<file path="config.mk">
export PLATFORM = sky130hd
export DESIGN_NAME = sbp_protect
export DESIGN_NICKNAME = d
export VERILOG_FILES = /design/src/common/sbp_pkg.sv /design/src/common/sbp_mem_if.sv /design/src/hw/sbp_protect.sv /design/src/hw/sbp_nv_store.sv
export SDC_FILE = /design/constraint.sdc
export NUM_CORES = 1
export LEC_CHECK = 0
export ABC_AREA = 1
export BUFFER_PORTS_ARGS = -buffer_cell sky130_fd_sc_hd__buf_2
export CAP_MARGIN = 20
export CORE_MARGIN = 2
export CORE_UTILIZATION = 60
export DETAILED_ROUTE_END_ITERATION = 6
export HOLD_SLACK_MARGIN = 0.05
export PLACE_DENSITY = 0.78
export SETUP_SLACK_MARGIN = 0.15
export SYNTH_ARGS = -nofsm -noshare
export SYNTH_HDL_FRONTEND = slang
export SYNTH_SLANG_ARGS = --single-unit
</file>
<file path="constraint.sdc">
create_clock -name pclk -period 5.1 [get_ports pclk]
set_clock_uncertainty 0.15 [all_clocks]
set_input_delay 0.255 -clock pclk [delete_from_list [all_inputs] [get_ports pclk]]
set_output_delay 0.255 -clock pclk [all_outputs]
set_load 0.01 [all_outputs]
</file>
<file path="src/common/sbp_pkg.sv">
// sbp_pkg: constants of the block protection logic
// assumes a 50 MHz pclk and 32-bit APB access
package sbp_pkg;
    // array layout: 256KB blocks of 4KB sectors
    localparam int NBLK         = 128;
    localparam int BLK_W        = 7;
    localparam int ADDR_W       = 25;
    localparam int BLK_LSB      = 18;
    localparam int SECT_KB      = 4;
    localparam int SECT_PER_BLK = 64;

    // apb register offsets
    localparam int         APB_AW   = 8;
    localparam logic [7:0] OFF_CMD  = 8'h00;
    localparam logic [7:0] OFF_STAT = 8'h04;
    localparam logic [7:0] OFF_QRY  = 8'h08;
    localparam logic [7:0] OFF_RES  = 8'h0C;

    // command register fields
    localparam int CMD_OP_LSB  = 0;
    localparam int CMD_BLK_LSB = 8;
    localparam int CMD_VAL_BIT = 16;

    // status and result bits
    localparam int ST_BUSY  = 0;
    localparam int ST_FAIL  = 1;
    localparam int ST_LOCK  = 2;
    localparam int ST_MODE  = 3;
    localparam int RES_PPB  = 0;
    localparam int RES_DYB  = 1;
    localparam int RES_PROT = 2;

    // reset values
    localparam logic LOCK_RST = 1'b0;
    localparam logic FAIL_RST = 1'b0;

    // timing
    localparam int CLK_MHZ       = 50;
    localparam int PROG_TIME_US  = 200;
    localparam int ERASE_TIME_US = 50000;
    localparam int PROG_CYC_DEF  = PROG_TIME_US * CLK_MHZ;
    localparam int ERASE_CYC_DEF = ERASE_TIME_US * CLK_MHZ;
    localparam int STRAP_WARM    = 3;

    typedef enum logic [2:0] {
        OP_NONE      = 3'h0,
        OP_PPB_PROG  = 3'h1,
        OP_PPB_ERASE = 3'h2,
        OP_DYB_WRITE = 3'h3,
        OP_LOCK_CLR  = 3'h4,
        OP_PWD_OK    = 3'h5,
        OP_SOFT_RST  = 3'h6
    } sbp_op_e;

    typedef enum logic [2:0] {
        S_IDLE  = 3'h0,
        S_PROG  = 3'h1,
        S_PRE   = 3'h2,
        S_VER   = 3'h3,
        S_VCHK  = 3'h4,
        S_ERASE = 3'h5
    } sbp_st_e;
endpackage : sbp_pkg

</file>
<file path="src/common/sbp_mem_if.sv">
// sbp_mem_if: port of the non-volatile protection bit store
// assumes controller and store share pclk
`timescale 1ns/1ps
interface sbp_mem_if #(parameter int N = 128, parameter int AW = 7);
    logic          we;
    logic [AW-1:0] waddr;
    logic          wdata;
    logic          all_set;
    logic          all_clr;
    logic [AW-1:0] raddr;
    logic          rdata;
    logic [AW-1:0] caddr;
    logic          cdata;

    modport ctrl (output we, waddr, wdata, all_set, all_clr, raddr, caddr,
                  input rdata, cdata);
    modport mem  (input we, waddr, wdata, all_set, all_clr, raddr, caddr,
                  output rdata, cdata);
endinterface : sbp_mem_if

</file>
<file path="src/hw/sbp_protect.sv">
// sbp_protect: per-block persistent/dynamic protection with guard lock
// assumes an apb master on pclk; pwd_mode_pin is a board strap
//
// Operation
// - 128 blocks of 256KB, one bit each kind
// - persistent bits kept across power loss
// - program bits singly to 0, erase all
// - program and erase take timed waits
// - status shows busy during program/erase
// - erase preprograms and verifies internally
// - no array reads while programming
// - erase is global, no block address
// - factory state reads all ones
// - dynamic bits volatile, freely written
// - dynamic bit matters only if persistent is 1
// - one lock bit guards persistent bits
// - locked program/erase rejected and flagged failed
// - persistent mode: reset sets lock, sticky clear
// - password mode: reset clears, unlock sets
// - persistent bit read within access latency
// - soft reset keeps the lock bit
// - all resets unprotect dynamic bits
//
// Design decisions made here: the placing of the registers and the APB register port.
`timescale 1ns/1ps
module sbp_protect
    import sbp_pkg::*;
#(
    parameter int PROG_CYCLES  = sbp_pkg::PROG_CYC_DEF,
    parameter int ERASE_CYCLES = sbp_pkg::ERASE_CYC_DEF
) (
    // clock and reset
    input  wire logic                     pclk,
    input  wire logic                     presetn,
    // apb slave
    input  wire logic                     psel,
    input  wire logic                     penable,
    input  wire logic                     pwrite,
    input  wire logic [sbp_pkg::APB_AW-1:0] paddr,
    input  wire logic [31:0]              pwdata,
    output logic      [31:0]              prdata,
    output logic                          pready,
    output logic                          pslverr,
    // strap: 1 selects password mode
    input  wire logic                     pwd_mode_pin,
    // array side
    input  wire logic [sbp_pkg::BLK_W-1:0] chk_blk,
    output logic                          chk_protected,
    output logic                          array_read_ok,
    output logic                          busy
);
    import sbp_pkg::*;

    typedef struct packed {
        sbp_st_e           st;
        logic [31:0]       cnt;
        logic [BLK_W-1:0]  blk;
        logic [BLK_W-1:0]  idx;
        logic [NBLK-1:0]   dynamic_protect_bit;
        logic              lock;
        logic              mode;
        logic              mode_ok;
        logic [1:0]        warm;
        logic [2:0]        sync;
        logic              fail;
        logic [ADDR_W-1:0] qry;
        logic [BLK_W-1:0]  chk_blk;
        logic              chk_dyb;
        logic [31:0]       prdata;
    } sbp_s;

    localparam sbp_s RST_S = '{st: S_IDLE, cnt: 32'h0, blk: '0, idx: '0,
                               dynamic_protect_bit: '1, lock: LOCK_RST, mode: 1'b0,
                               mode_ok: 1'b0, warm: 2'h0, sync: 3'h0,
                               fail: FAIL_RST, qry: '0, chk_blk: '0,
                               chk_dyb: 1'b1, prdata: 32'h0};

    sbp_s s;
    sbp_s next_s;

    sbp_mem_if #(.N(NBLK), .AW(BLK_W)) m ();

    if (PROG_CYCLES < 1 || ERASE_CYCLES < 1 || NBLK != (1 << BLK_W)) begin : g_bad
        $error("sbp_protect: unusable timing or block count");
    end

    function automatic logic reg_hit(input logic [APB_AW-1:0] a);
        reg_hit = (a == OFF_CMD) || (a == OFF_STAT) || (a == OFF_QRY) || (a == OFF_RES);
    endfunction : reg_hit

    function automatic logic [BLK_W-1:0] qry_blk(input logic [ADDR_W-1:0] a);
        qry_blk = a[ADDR_W-1:BLK_LSB];
    endfunction : qry_blk

    logic             wr_cmd;
    sbp_op_e          op;
    logic [BLK_W-1:0] op_blk;
    logic             op_val;

    assign wr_cmd = psel && penable && pwrite && (paddr == OFF_CMD);
    assign op     = sbp_op_e'(pwdata[CMD_OP_LSB +: 3]);
    assign op_blk = pwdata[CMD_BLK_LSB +: BLK_W];
    assign op_val = pwdata[CMD_VAL_BIT];

    always_comb begin
        next_s      = s;
        m.we        = 1'b0;
        m.waddr     = s.blk;
        m.wdata     = 1'b0;
        m.all_set   = 1'b0;
        m.all_clr   = 1'b0;
        m.raddr     = qry_blk(s.qry);
        m.caddr     = chk_blk;

        // strap: three stages, counted once the last two agree
        next_s.sync = {s.sync[1:0], pwd_mode_pin};
        if (s.warm != 2'(STRAP_WARM)) begin
            next_s.warm = s.warm + 2'h1;
        end else if (!s.mode_ok && (s.sync[1] == s.sync[2])) begin
            next_s.mode_ok = 1'b1;
            next_s.mode    = s.sync[2];
            next_s.lock    = !s.sync[2];
        end

        next_s.chk_blk = chk_blk;
        next_s.chk_dyb = s.dynamic_protect_bit[chk_blk];

        // apb read data is captured in the setup cycle
        if (psel && !penable) begin
            next_s.prdata = 32'h0;
            case (paddr)
                OFF_STAT: begin
                    next_s.prdata[ST_BUSY] = (s.st != S_IDLE);
                    next_s.prdata[ST_FAIL] = s.fail;
                    next_s.prdata[ST_LOCK] = s.lock;
                    next_s.prdata[ST_MODE] = s.mode;
                end
                OFF_QRY: next_s.prdata[ADDR_W-1:0] = s.qry;
                OFF_RES: begin
                    next_s.prdata[RES_PPB]  = m.rdata;
                    next_s.prdata[RES_DYB]  = s.dynamic_protect_bit[qry_blk(s.qry)];
                    next_s.prdata[RES_PROT] = !(m.rdata && s.dynamic_protect_bit[qry_blk(s.qry)]);
                end
                default: next_s.prdata = 32'h0;
            endcase
        end
        if (psel && penable && pwrite && (paddr == OFF_QRY)) begin
            next_s.qry = pwdata[ADDR_W-1:0];
        end

        // commands
        if (wr_cmd) begin
            case (op)
                OP_DYB_WRITE: next_s.dynamic_protect_bit[op_blk] = op_val;
                OP_SOFT_RST:  next_s.dynamic_protect_bit = '1;
                OP_LOCK_CLR: begin
                    if (s.mode_ok) begin
                        next_s.lock = 1'b0;
                    end
                end
                OP_PWD_OK: begin
                    if (s.mode) begin
                        next_s.lock = 1'b1;
                    end
                end
                OP_PPB_PROG: begin
                    if (s.st == S_IDLE) begin
                        if (!s.lock) begin
                            next_s.fail = 1'b1;
                        end else begin
                            next_s.fail = 1'b0;
                            next_s.st   = S_PROG;
                            next_s.cnt  = 32'h0;
                            next_s.blk  = op_blk;
                        end
                    end
                end
                OP_PPB_ERASE: begin
                    if (s.st == S_IDLE) begin
                        if (!s.lock) begin
                            next_s.fail = 1'b1;
                        end else begin
                            next_s.fail = 1'b0;
                            next_s.st   = S_PRE;
                        end
                    end
                end
                default: ;
            endcase
        end

        // program / erase sequencer
        case (s.st)
            S_IDLE: ;
            S_PROG: begin
                next_s.cnt = s.cnt + 32'h1;
                if (s.cnt == 32'(PROG_CYCLES - 1)) begin
                    m.we      = 1'b1;
                    m.wdata   = 1'b0;
                    next_s.st = S_IDLE;
                end
            end
            S_PRE: begin
                m.all_clr  = 1'b1;
                next_s.idx = '0;
                next_s.st  = S_VER;
            end
            S_VER: begin
                m.raddr   = s.idx;
                next_s.st = S_VCHK;
            end
            S_VCHK: begin
                if (m.rdata) begin
                    next_s.fail = 1'b1;
                    next_s.st   = S_IDLE;
                end else if (s.idx == BLK_W'(NBLK - 1)) begin
                    next_s.cnt = 32'h0;
                    next_s.st  = S_ERASE;
                end else begin
                    next_s.idx = s.idx + BLK_W'(1);
                    next_s.st  = S_VER;
                end
            end
            S_ERASE: begin
                next_s.cnt = s.cnt + 32'h1;
                if (s.cnt == 32'(ERASE_CYCLES - 1)) begin
                    m.all_set = 1'b1;
                    next_s.st = S_IDLE;
                end
            end
            default: next_s.st = S_IDLE;
        endcase
    end

    always_ff @(posedge pclk or negedge presetn) begin
        if (!presetn) begin
            s <= RST_S;
        end else begin
            s <= next_s;
        end
    end

    sbp_nv_store #(.N(NBLK), .AW(BLK_W)) u_store (
        .pclk    (pclk),
        .presetn (presetn),
        .m       (m)
    );

    assign prdata        = s.prdata;
    assign pready        = 1'b1;
    assign pslverr       = psel && penable && !reg_hit(paddr);
    assign busy          = (s.st != S_IDLE);
    assign array_read_ok = (s.st != S_PROG);
    assign chk_protected = !(m.cdata && s.chk_dyb);

    a_locked_reject: assert property (@(posedge pclk) disable iff (!presetn)
        (wr_cmd && (op == OP_PPB_PROG || op == OP_PPB_ERASE) && !s.lock
            && s.st == S_IDLE) |=> (s.fail && s.st == S_IDLE))
        else $error("locked persistent command was not rejected");
    a_lock_no_resume: assert property (@(posedge pclk) disable iff (!presetn)
        (s.mode_ok && !s.mode && !s.lock) |=> !s.lock)
        else $error("lock set again in persistent mode");
    a_pwd_unlock: assert property (@(posedge pclk) disable iff (!presetn)
        (s.mode_ok && s.mode && !s.lock && !(wr_cmd && op == OP_PWD_OK)) |=> !s.lock)
        else $error("lock set without password unlock");
    a_soft_lock_kept: assert property (@(posedge pclk) disable iff (!presetn)
        (wr_cmd && op == OP_SOFT_RST && s.mode_ok) |=> $stable(s.lock))
        else $error("soft reset changed the lock");
    a_soft_dyb_clear: assert property (@(posedge pclk) disable iff (!presetn)
        (wr_cmd && op == OP_SOFT_RST) |=> (&s.dynamic_protect_bit))
        else $error("soft reset left a dynamic bit protected");
    a_dyb_write: assert property (@(posedge pclk) disable iff (!presetn)
        (wr_cmd && op == OP_DYB_WRITE) |=> (s.dynamic_protect_bit[$past(op_blk)] == $past(op_val)))
        else $error("dynamic bit write lost");
    a_prog_busy_time: assert property (@(posedge pclk) disable iff (!presetn)
        (s.st == S_PROG) |-> (s.cnt < 32'(PROG_CYCLES)) && busy && !array_read_ok)
        else $error("program window wrong");
    a_prog_start: assert property (@(posedge pclk) disable iff (!presetn)
        (wr_cmd && op == OP_PPB_PROG && s.lock && s.st == S_IDLE)
            |=> (busy && !array_read_ok) [*2])
        else $error("program did not report busy");
    a_erase_preprog: assert property (@(posedge pclk) disable iff (!presetn)
        (wr_cmd && op == OP_PPB_ERASE && s.lock && s.st == S_IDLE)
            |=> m.all_clr ##1 (s.st == S_VER))
        else $error("erase skipped preprogramming");
    a_dyb_protects: assert property (@(posedge pclk) disable iff (!presetn)
        (!s.dynamic_protect_bit[chk_blk] && !(wr_cmd && (op == OP_SOFT_RST || op == OP_DYB_WRITE)))
            |=> chk_protected)
        else $error("cleared dynamic bit did not protect");
    a_read_ready: assert property (@(posedge pclk) disable iff (!presetn)
        (psel && penable) |-> pready)
        else $error("apb access not answered");
    a_chk_dyb_track: assert property (@(posedge pclk) disable iff (!presetn)
        !$past(wr_cmd) |-> (s.chk_dyb == s.dynamic_protect_bit[s.chk_blk]))
        else $error("dynamic bit seen by array check is stale");
    a_erase_time: assert property (@(posedge pclk) disable iff (!presetn)
        (s.st == S_ERASE) |-> (s.cnt < 32'(ERASE_CYCLES)) && busy && array_read_ok)
        else $error("erase window wrong");
    a_strap_lock: assert property (@(posedge pclk) disable iff (!presetn)
        $rose(s.mode_ok) |-> (s.lock == !s.mode))
        else $error("reset lock value does not match mode");
    a_lock_clear: assert property (@(posedge pclk) disable iff (!presetn)
        (wr_cmd && op == OP_LOCK_CLR && s.mode_ok) |=> !s.lock)
        else $error("lock clear command ignored");
endmodule : sbp_protect

</file>
<file path="src/hw/sbp_nv_store.sv">
// sbp_nv_store: persistent protection bits, kept without reset
// assumes the controller never writes and erases in one cycle
`timescale 1ns/1ps
module sbp_nv_store #(
    parameter int N  = 128,
    parameter int AW = 7
) (
    // clock, reset used only to quiet checks
    input  wire logic pclk,
    input  wire logic presetn,
    // store port
    sbp_mem_if.mem    m
);
    import sbp_pkg::*;

    typedef struct packed {
        logic [N-1:0] bits;
        logic         rdata;
        logic         cdata;
    } sbp_nv_s;

    // factory state: all erased
    sbp_nv_s s = '{bits: '1, rdata: 1'b1, cdata: 1'b1};
    sbp_nv_s next_s;

    if (N > (1 << AW)) begin : g_bad_n
        $error("sbp_nv_store: N does not fit address width");
    end

    always_comb begin
        next_s = s;
        if (m.all_clr) begin
            next_s.bits = '0;
        end else if (m.all_set) begin
            next_s.bits = '1;
        end else if (m.we) begin
            next_s.bits[m.waddr] = m.wdata;
        end
        next_s.rdata = s.bits[m.raddr];
        next_s.cdata = s.bits[m.caddr];
    end

    // no reset: contents survive resets
    always_ff @(posedge pclk) begin
        s <= next_s;
    end

    assign m.rdata = s.rdata;
    assign m.cdata = s.cdata;

    a_erase_all_ones: assert property (@(posedge pclk) disable iff (!presetn)
        (m.all_set && !m.all_clr) |=> (&s.bits))
        else $error("bulk erase left a bit at zero");
    a_prog_one_bit: assert property (@(posedge pclk) disable iff (!presetn)
        (m.we && !m.all_set && !m.all_clr)
            |=> (s.bits[$past(m.waddr)] == $past(m.wdata)))
        else $error("single bit program not stored");
endmodule : sbp_nv_store

</file>
==> summary.md, run 1 <==
| Metric | Value |
|---|---|
| Share of synthesized cell area in full adder, half adder and majority cells | 0.177% |
| Cell area after synthesis | 21,200 sq um |
| Worst vdd rail ir drop | 0.270 mV |
| Initial antenna violation count | 0 |
| Clock Sinks | approximately 370 |
| DR vias | 22,500 |
| Number of flops mapped to enable cells by yosys | 0 |
| Boundary Pins | 90 |
| Fmax achieved | 0.275 GHz |
| Actual transition at the worst max-transition pin | 1.23 ns |
| PD cells | 272 nW/um^2 |
| Final GP Congestion | around 0.95 |
| Async S/R FF share, synth | about 65% |
| Horizontal die dimension | 192 microns |
| Share of the cycle needed by the critical path after routing | between 70% and 80% |
| Floorplan die area | 36,900 sq um |
| Sequential area share after synthesis | 41.0% |
| Cell with the largest stage delay on the worst path | sky130_fd_sc_hd__buf_4 |
| Pin count of the biggest net entering global routing | 135 |
| Run status | completed |
| Largest buffer count on any clock path | 3 |
| Slew Limit Fails | 0 |
| H-tree lvl count | 2 |
| Number of design-rule violations left by the first detailed-router iteration | between 3,000 and 4,000 |
| Area share of xor/xnor cells in the synthesized design | 0.0825% |
| Core outline area | roughly 35,000 sq um |
| Instance area after placement | ~21,000 sq um |
| Critical path type | in -> reg |
| Cell breakdown of the critical path | buf_4 > clkinv_2 > buf_12 > o21ai_0 > o22ai_1 > o211ai_1 > o211ai_1 > nand3_1 > nand2_1 > nand2_1 > dlygate4sd3_1 > nand2_1 > dlygate4sd3_1 |
| # Max-Cap Violations | 0 |
| I/O Buffers | 74 |
| Multi-input logic area | approximately 11,000 sq um |
| CTS tree | yes |
| Wire length per cell after detailed routing | approximately 20 microns |
| Switching power | 0.00159 W |
| Antenna-violating nets left | 0 |
| Path class of the lowest-slack min-delay path | in -> reg |
| DRT Wirelength | slightly below 70 mm |
| Area share of and/or/nand/nor cells after synthesis | 26.9% |
| Skew-Pair Late Insertion Delay | 0.57 ns |
| Summed area of non-filler cells in the final layout | 23,100 sq um |
| Critical path capture point type | register |
| Root buffer cell | sky130_fd_sc_hd__clkbuf_16 |
| Largest fanout of any net on the critical path | 104 |
| Global-route wire length before repair | 110 mm |
| Global Route met2 Usage | between 50 and 60% |
| Area taken by flip-flops and latches | 8700 sq um |
| Count of standard-cell rows | 68 |
| Synthesized area per cell | a little under 7 sq um |
| Inserted Clock Buffers | 41 |
| Effective utilization at floorplan | 61.2% |
| Crit-path most repeated cell | sky130_fd_sc_hd__nand2_1 |
| Detailed Place HPWL | 39.9 mm |
| Total routing usage reported by global routing | 37.4% |
| Clk network pwr share | 45.3% |
| Yosys warning count | 0 |
| Clk pin slew, worst setup/hold paths | roughly 0.06 ns |
| Largest family of logic cells by synthesized area | simple AND/OR/NAND/NOR gates |
| Sequential Power Share | between 40% and 50% |
| Final critical path time including I/O delays and setup | 3.64 ns |
| Worst path arrival time | 3.98 ns |
| Number of filler instances in the final layout | 2,925 |
| Avg Vias per Cell | 6.36 |
| Number of nets in the final layout | slightly above 3,000 |
| GRT overflow | 0 |
| Synth Flop Type | sky130_fd_sc_hd__dfxtp_1 |
| Fin. Hold Viols | 0 |
| Met1 GRT Util | around half |
| Overall die height | ~190 microns |
| Multiplexer fraction of the synthesized cell area | 0.318% |
| Final setup viols | 0 |
| Setup tns final | 0 ns |
| Via count of the first global-routing pass | 20,800 |
| Residual DRC count | 0 |
| Max incr delay on CP | 0.58 ns |
| Leakage | 9.41 nW |
| Drt pass-1 iters | 6 |
| Post-CTS setup repair buffer count | 0 |
| Setup repair after global routing missed its margin | false |
| Diodes inserted | 0 |
| Number of resized instances in the post-cts repair step | 0 |
| Compound-cell area share of the yosys netlist | 23.3% |
| Area Overhead vs Synth | 8.90% |
| Max_slew headroom | 17.7% |
| Switching portion of total power | about a quarter |
| Portion of total power attributed to combinational logic | 8.0% |
| Global route hottest layer | met2 |
| Register bit count reported by yosys | around 370 |
| Power Internal | ~0.0047 W |
| Met3 Usage GRT | 6.74% |
| Sort of element at the start of the critical path | primary input |
| Worst endpoint required time | 5.44 ns |
| Share of cells above drive strength 1 | 11.3% |
| Count of unique library cells instantiated by Yosys | 49 |
| Count of mapped cells out of synthesis | 3,105 |
## area by class of cell
| class | count | share of cell area (%) |
|---|---|---|
| clock buffers | 68 | 5.28 |
| clock inverters | 6 | 0.157 |
| inverters | 155 | 2.53 |
| multi-input cells | 2342 | 47.4 |
| flip-flops and latches | 367 | 37.6 |
| well taps | 455 | 2.46 |
| repair buffers | 143 | 4.57 |
## final timing paths
path	start	end	slack, ns	cells after the start
worst max-delay path	chk_blk[0]	s[32]	1.46	13
worst min-delay path	psel	prdata[2]	0.09	6
worst max register to register	s[250]	u_store.m.rdata	1.63	15
max in group asynchronous	presetn	s[58]	3.45	3
worst min register to register	next_s[67]	next_s[68]	0.19	0
min in group asynchronous	presetn	s[165]	0.56	2
## synth_stat cells (4+ instances only)
cell type	n	area (sq um)
sky130_fd_sc_hd__inv_2	9	33.8
sky130_fd_sc_hd__nor2_1	507	1900
sky130_fd_sc_hd__clkbuf_1	140	526
sky130_fd_sc_hd__o21ai_1	35	175
sky130_fd_sc_hd__o221ai_1	6	52.6
sky130_fd_sc_hd__or2_2	4	25.0
sky130_fd_sc_hd__mux2_2	6	67.6
sky130_fd_sc_hd__buf_1	7	26.3
sky130_fd_sc_hd__clkinv_1	5	18.8
sky130_fd_sc_hd__a21oi_1	422	2110
sky130_fd_sc_hd__dfstp_2	129	3390
sky130_fd_sc_hd__dfxtp_1	130	2600
sky130_fd_sc_hd__o22ai_1	69	432
sky130_fd_sc_hd__nand2_1	600	2250
sky130_fd_sc_hd__buf_4	33	248
sky130_fd_sc_hd__o211ai_1	36	270
sky130_fd_sc_hd__nor3_1	30	150
sky130_fd_sc_hd__o21ai_0	323	1620
sky130_fd_sc_hd__buf_6	5	56.3
sky130_fd_sc_hd__nand3_1	222	1110
sky130_fd_sc_hd__a31oi_1	6	37.5
sky130_fd_sc_hd__dfrtp_1	108	2700
sky130_fd_sc_hd__inv_1	141	529
sky130_fd_sc_hd__o21bai_1	7	52.6
sky130_fd_sc_hd__o31ai_1	11	82.6
sky130_fd_sc_hd__buf_2	62	310
sky130_fd_sc_hd__nand4_1	18	113
## critical path, delay by kind of cell
| family | cells | cell delay (ns) |
|---|---|---|
| buffers and inverters | 5 | 2.64 |
| AOI/OAI and AO/OA | 4 | 0.69 |
| and+or+nand+nor | 4 | 0.35 |
## layout by cell type, fill, tap and decap left out, types with 7 or more instances in the layout
cell type,count
sky130_fd_sc_hd__o211ai_1,36
sky130_fd_sc_hd__dfrtp_1,107
sky130_fd_sc_hd__nand3_1,222
sky130_fd_sc_hd__buf_2,72
sky130_fd_sc_hd__dfxtp_1,130
sky130_fd_sc_hd__o21bai_1,7
sky130_fd_sc_hd__nand2_1,599
sky130_fd_sc_hd__conb_1,8
sky130_fd_sc_hd__dfstp_2,129
sky130_fd_sc_hd__nor3_4,10
sky130_fd_sc_hd__inv_1,138
sky130_fd_sc_hd__o31ai_1,11
sky130_fd_sc_hd__clkbuf_16,43
sky130_fd_sc_hd__nand4_1,18
sky130_fd_sc_hd__o21ai_1,35
sky130_fd_sc_hd__nor2_2,9
sky130_fd_sc_hd__buf_4,29
sky130_fd_sc_hd__nor3_1,22
sky130_fd_sc_hd__o21ai_0,323
sky130_fd_sc_hd__o22ai_1,69
sky130_fd_sc_hd__clkbuf_1,20
sky130_fd_sc_hd__a21oi_1,422
sky130_fd_sc_hd__dlygate4sd3_1,36
sky130_fd_sc_hd__inv_2,10
sky130_fd_sc_hd__nor2_1,498
## kinds of logic after synthesis
logic type	Yosys count
simple gates	1396
compound gates	927
buf+inv	402
flops	367
mux	6
fa+ha+maj	3
other cells	2
xor+xnor	2
## through the flow
stage | utilization [%] | setup slack [ns] | std cells | power [W] | hold WS (ns)
after global placement | 61.8 | 1.78 | 3424 | 0.00343 | 0.184
after floorplan | - | 3.09 | 3111 | 0.00326 | -0.191
after detailed placement | 61.9 | 1.76 | 3425 | 0.00344 | 0.193
final | 66.6 | 1.46 | 3536 | 0.00628 | 0.0900
after global routing | 66.6 | 1.33 | 3536 | 0.00646 | 0.0998
after CTS | 66.6 | 1.61 | 3535 | 0.00629 | 0.0674
## routing by layer
metal | routed length, microns | share of wire [%] | vias to the layer above
met3 | 7770 | 11 | 339
met5 | 0 | 0 | -
met1 | 26300 | 38 | 10400
li1 | - | - | 10300
met2 | 31400 | 45 | 1477
met4 | 3920 | 5.7 | 0
## repair_timing
| action | 4_1_cts | 5_1_grt |
|---|---|---|
| hold buffers | 36 | 0 |
| endpoints found under the hold margin | 135 | 0 |
| setup endpoints to repair | 0 | 0 |
## state kept, by name (all words and copies together) (netlist names)
name             flops
next_s               2
prdata              25
s                  203
u_store.m.rdata      1
m.waddr              7
u_store.m.cdata      1
u_store.s          128
## power by group through the flow
stage	logic (W)	clock network (W)	registers (W)
floorplan	0.000275	0	0.00298
global placement	0.000447	0	0.00298
detailed placement	0.000455	0	0.00299
CTS	0.000485	0.00287	0.00293
global route	0.000538	0.00299	0.00293
finish	0.000504	0.00284	0.00293
Note: power is estimated with default switching activity, not from simulation.
==> run 2, diff against run 1 <==
- ABC_AREA: 1 -> 0
- clock period: 5.1 -> 3.5 ns (I/O delays scaled with it)
==> summary.md, run 2 <==
| Metric | Value |
|---|---|
| GRT overflow | 0 (unchanged) |
| Number of design-rule violations left by the first detailed-router iteration | 2,244 (was 3,234) |
| Top delay family on crit path | multiplexers (was buffers and inverters) |
| Skew-Pair Late Insertion Delay | 0.55 ns (was 0.57 ns) |
| Effective utilization at floorplan | 60.6% (was 61.2%) |
| Initial antenna violation count | 1 (was 0) |
| H-tree lvl count | 2 (unchanged) |
| Actual transition at the worst max-transition pin | 1.15 ns (was 1.23 ns) |
| Largest family of logic cells by synthesized area | compound AO/OA/AOI/OAI gates (was simple AND/OR/NAND/NOR gates) |
| Global-route wire length before repair | 93.6 mm (was 110 mm) |
| Share of cells above drive strength 1 | 24.9% (was 11.3%) |
| Post-CTS setup repair buffer count | 0 (unchanged) |
| Floorplan die area | 34,000 sq um (was 36,900 sq um) |
| Setup tns final | 0 ns (unchanged) |
| Number of filler instances in the final layout | 2,383 (was 2,925) |
| I/O Buffers | 74 (unchanged) |
| Sequential area share after synthesis | 44.5% (was 41.0%) |
| Multiplexer fraction of the synthesized cell area | 17.8% (was 0.318%) |
| Most frequent cells after synthesis | sky130_fd_sc_hd__a21oi_1 (439), sky130_fd_sc_hd__o21ai_0 (312), sky130_fd_sc_hd__nand2_1 (161), sky130_fd_sc_hd__clkbuf_1 (141), sky130_fd_sc_hd__dfxtp_1 (130) (was sky130_fd_sc_hd__nand2_1 (600), sky130_fd_sc_hd__nor2_1 (507), sky130_fd_sc_hd__a21oi_1 (422), sky130_fd_sc_hd__o21ai_0 (323), sky130_fd_sc_hd__nand3_1 (222)) |
| Max_slew headroom | 23.2% (was 17.7%) |
| Clk pin slew, worst setup/hold paths | 0.06 ns (about the same) |
| DR vias | 17,600 (was 22,500) |
| Leakage | 8.40 nW (was 9.41 nW) |
| Fmax achieved | 0.315 GHz |
| Boundary Pins | 90 (unchanged) |
| Area taken by flip-flops and latches | 8700 sq um (unchanged) |
| Multi-input logic area | 9980 sq um (was 11,000 sq um) |
| Path class of the lowest-slack min-delay path | in -> async (was in -> reg) |
| Fin. Hold Viols | 0 (unchanged) |
| Cell breakdown of the critical path | buf_12 > mux4_2 > mux4_2 > mux4_2 > mux2i_1 > buf_4 > nand2_1 > o21ai_1 > a31oi_1 (was buf_4 > clkinv_2 > buf_12 > o21ai_0 > o22ai_1 > o211ai_1 > o211ai_1 > nand3_1 > nand2_1 > nand2_1 > dlygate4sd3_1 > nand2_1 > dlygate4sd3_1) |
| Max incr delay on CP | 0.55 ns (was 0.58 ns) |
| Max reg flops | 203 (unchanged) |
| Worst path arrival time | 3.44 ns (was 3.98 ns) |
| Register bit count reported by yosys | 367 (unchanged) |
| Share of synthesized cell area in full adder, half adder and majority cells | 0.192% (was 0.177%) |
| Avg Vias per Cell | 7.07 (was 6.36) |
| Cell area after synthesis | 19,600 sq um (was 21,200 sq um) |
| Area share of and/or/nand/nor cells after synthesis | 9.11% (was 26.9%) |
| DRT Wirelength | 59.7 mm (was 69.4 mm) |
| Failing checks | design-rule violations |
| Synth area leaders | sky130_fd_sc_hd__dfstp_2 (17%), sky130_fd_sc_hd__mux4_2 (15%), sky130_fd_sc_hd__dfrtp_1 (14%), sky130_fd_sc_hd__dfxtp_1 (13%), sky130_fd_sc_hd__a21oi_1 (11%) (was sky130_fd_sc_hd__dfstp_2 (16%), sky130_fd_sc_hd__dfrtp_1 (13%), sky130_fd_sc_hd__dfxtp_1 (12%), sky130_fd_sc_hd__nand2_1 (11%), sky130_fd_sc_hd__a21oi_1 (9.9%)) |
| Drt pass-1 iters | 7 (was 6) |
| Synthesized area per cell | 9.75 sq um (was 6.84 sq um) |
| Wire length per cell after detailed routing | 24.0 microns (was 19.6 microns) |
| Worst endpoint required time | 3.76 ns (was 5.44 ns) |
| Instance area after placement | 20,300 sq um (was 21,500 sq um) |
| Slew Limit Fails | 0 (unchanged) |
| CTS tree | yes (unchanged) |
| Count of unique library cells instantiated by Yosys | 59 (was 49) |
| Sort of element at the start of the critical path | register (was primary input) |
| Detailed Place HPWL | 35.6 mm (was 39.9 mm) |
| Cell accounting for the most synthesized area | sky130_fd_sc_hd__dfstp_2 (unchanged) |
| Most repeated cell in the gate-level netlist after synthesis | sky130_fd_sc_hd__a21oi_1 (was sky130_fd_sc_hd__nand2_1) |
| Count of standard-cell rows | 66 (was 68) |
| Critical path type | reg -> reg (was in -> reg) |
| Largest register by flop count | s (unchanged) |
| Critical path capture point type | register (unchanged) |
| Crit-path most repeated cell | sky130_fd_sc_hd__mux4_2 (was sky130_fd_sc_hd__nand2_1) |
| Share of the cycle needed by the critical path after routing | between 90% and 100% |
| Diodes inserted | 0 (unchanged) |
| Root buffer cell | sky130_fd_sc_hd__clkbuf_16 (unchanged) |
| Inserted Clock Buffers | 39 (was 41) |
| Number of nets in the final layout | 2,078 (was 3,106) |
| Overall die height | 185 microns (was 192 microns) |
| Number of flops mapped to enable cells by yosys | 0 (unchanged) |
| Clock Sinks | 367 (unchanged) |
| Run status | finished with violations (was completed) |
| Via count of the first global-routing pass | 17,100 (was 20,800) |
| # Max-Cap Violations | 0 (unchanged) |
| Worst vdd rail ir drop | 0.454 mV (was 0.270 mV) |
| Residual DRC count | 4 (was 0) |
| Area share of xor/xnor cells in the synthesized design | 0.403% (was 0.0825%) |
| Largest fanout of any net on the critical path | 24 (was 104) |
| Horizontal die dimension | 185 microns (was 192 microns) |
| Final GP Congestion | 0.884 (was 0.946) |
| Most common library cell in the layout ignoring fill and taps | sky130_fd_sc_hd__a21oi_1 (was sky130_fd_sc_hd__nand2_1) |
| Compound-cell area share of the yosys netlist | 23.1% (was 23.3%) |
| Largest buffer count on any clock path | 3 (unchanged) |
| Buffer and inverter count on the worst path | 2 (was 5) |
| PD cells | 419 nW/um^2 (was 272 nW/um^2) |
| Final critical path time including I/O delays and setup | 3.18 ns |
| Synth Flop Type | sky130_fd_sc_hd__dfxtp_1 (unchanged) |
| Fraction of post-synthesis cell area in the top cell type by area | 17.3% (was 16.0%) |
| Summed area of non-filler cells in the final layout | 22,100 sq um (was 23,100 sq um) |
| Pin count of the biggest net entering global routing | 129 (was 135) |
| Final setup viols | 0 (unchanged) |
| Count of mapped cells out of synthesis | 2,005 (was 3,105) |
| Cell with the largest stage delay on the worst path | sky130_fd_sc_hd__mux4_2 (was sky130_fd_sc_hd__buf_4) |
| Yosys warning count | 0 (unchanged) |
| Core outline area | 32,300 sq um (was 34,700 sq um) |
| Setup repair after global routing missed its margin | false (unchanged) |
| Top library cells by usage in the layout, fill and taps aside | sky130_fd_sc_hd__a21oi_1 (439), sky130_fd_sc_hd__o21ai_0 (312), sky130_fd_sc_hd__nand2_1 (160) (was sky130_fd_sc_hd__nand2_1 (599), sky130_fd_sc_hd__nor2_1 (498), sky130_fd_sc_hd__a21oi_1 (422)) |
| Antenna-violating nets left | 0 (unchanged) |
| Total routing usage reported by global routing | 35.3% (was 37.4%) |
| Async S/R FF share, synth | 64.6% (unchanged) |
| Area Overhead vs Synth | 12.9% (was 8.90%) |
run 2: metrics by stage:
stage          hold WS, ns  power [W]  util [%]  std cells  worst slack (ns)
4_1_cts             0.0586    0.00927      68.3       2491             0.344
6_report            0.0636    0.00926      68.4       2493             0.323
5_1_grt             0.0807    0.00948      68.4       2493             0.180
2_1_floorplan       -0.271    0.00455         -       2011             0.611
3_5_place_dp        0.0552    0.00473      62.7       2384             0.379
3_3_place_gp        0.0529    0.00472      62.7       2384             0.403
run 2: area by class of cell:
class / instances / share of cell area [%]
repair buffers: 171 / 6.27
well taps: 442 / 2.51
inverters: 11 / 0.187
clock inverters: 20 / 1.30
flip-flops and latches: 367 / 39.4
clock buffers: 50 / 5.12
multi-input cells: 1432 / 45.2
run 2: logic make-up after synthesis:
family	after synthesis
AOI/OAI and AO/OA	850
xor gates and xnor gates	9
adders and majority gates	3
buffers and inverters	212
DFF	367
muxes	185
other	2
and+or+nand+nor	377
run 2: what timing repair did:
item / CTS / global route
setup endpoints to repair: 0 / 16
hold endpoints to repair: 112 / 0
hold buffers: 37 / 0
gates resized for setup: 0 / 2
run 2: path summary, 6_finish.rpt:
path,startpoint,end,slack [ns],cells after the start
min,presetn,s[246],0.06,2
max,s[58],prdata[1],0.32,9
max reg2reg,s[58],prdata[1],0.32,9
min reg2reg,next_s[67],next_s[68],0.21,0
min in group pclk,psel,prdata[2],0.07,4
max in group asynchronous,presetn,s[171],2.19,3
run 2: report_power, final:
part | internal (W) | leakage, nW | switching (W)
Combinational | 0.000145 | 4.04 | 0.000310
Clock | 0.00280 | 0.688 | 0.00176
Sequential | 0.00424 | 3.67 | 0.00000802
run 2: worst reg2reg max path, cell delays in order (launching register included):
cell,delay [ns]
sky130_fd_sc_hd__dfrtp_2,0.38
sky130_fd_sc_hd__buf_12,0.24
sky130_fd_sc_hd__mux4_2,0.57
sky130_fd_sc_hd__mux4_2,0.51
sky130_fd_sc_hd__mux4_2,0.53
sky130_fd_sc_hd__mux2i_1,0.28
sky130_fd_sc_hd__buf_4,0.19
sky130_fd_sc_hd__nand2_1,0.05
sky130_fd_sc_hd__o21ai_1,0.07
sky130_fd_sc_hd__a31oi_1,0.09
run 2: per-layer routing:
layer	part of all wire (%)	track usage (%)	up-vias
met3	11	7.35	291
li1	-	-	7516
met2	47	55.7	1194
met5	0.087	0	-
met4	5.8	20.3	4
met1	36	45.5	8611
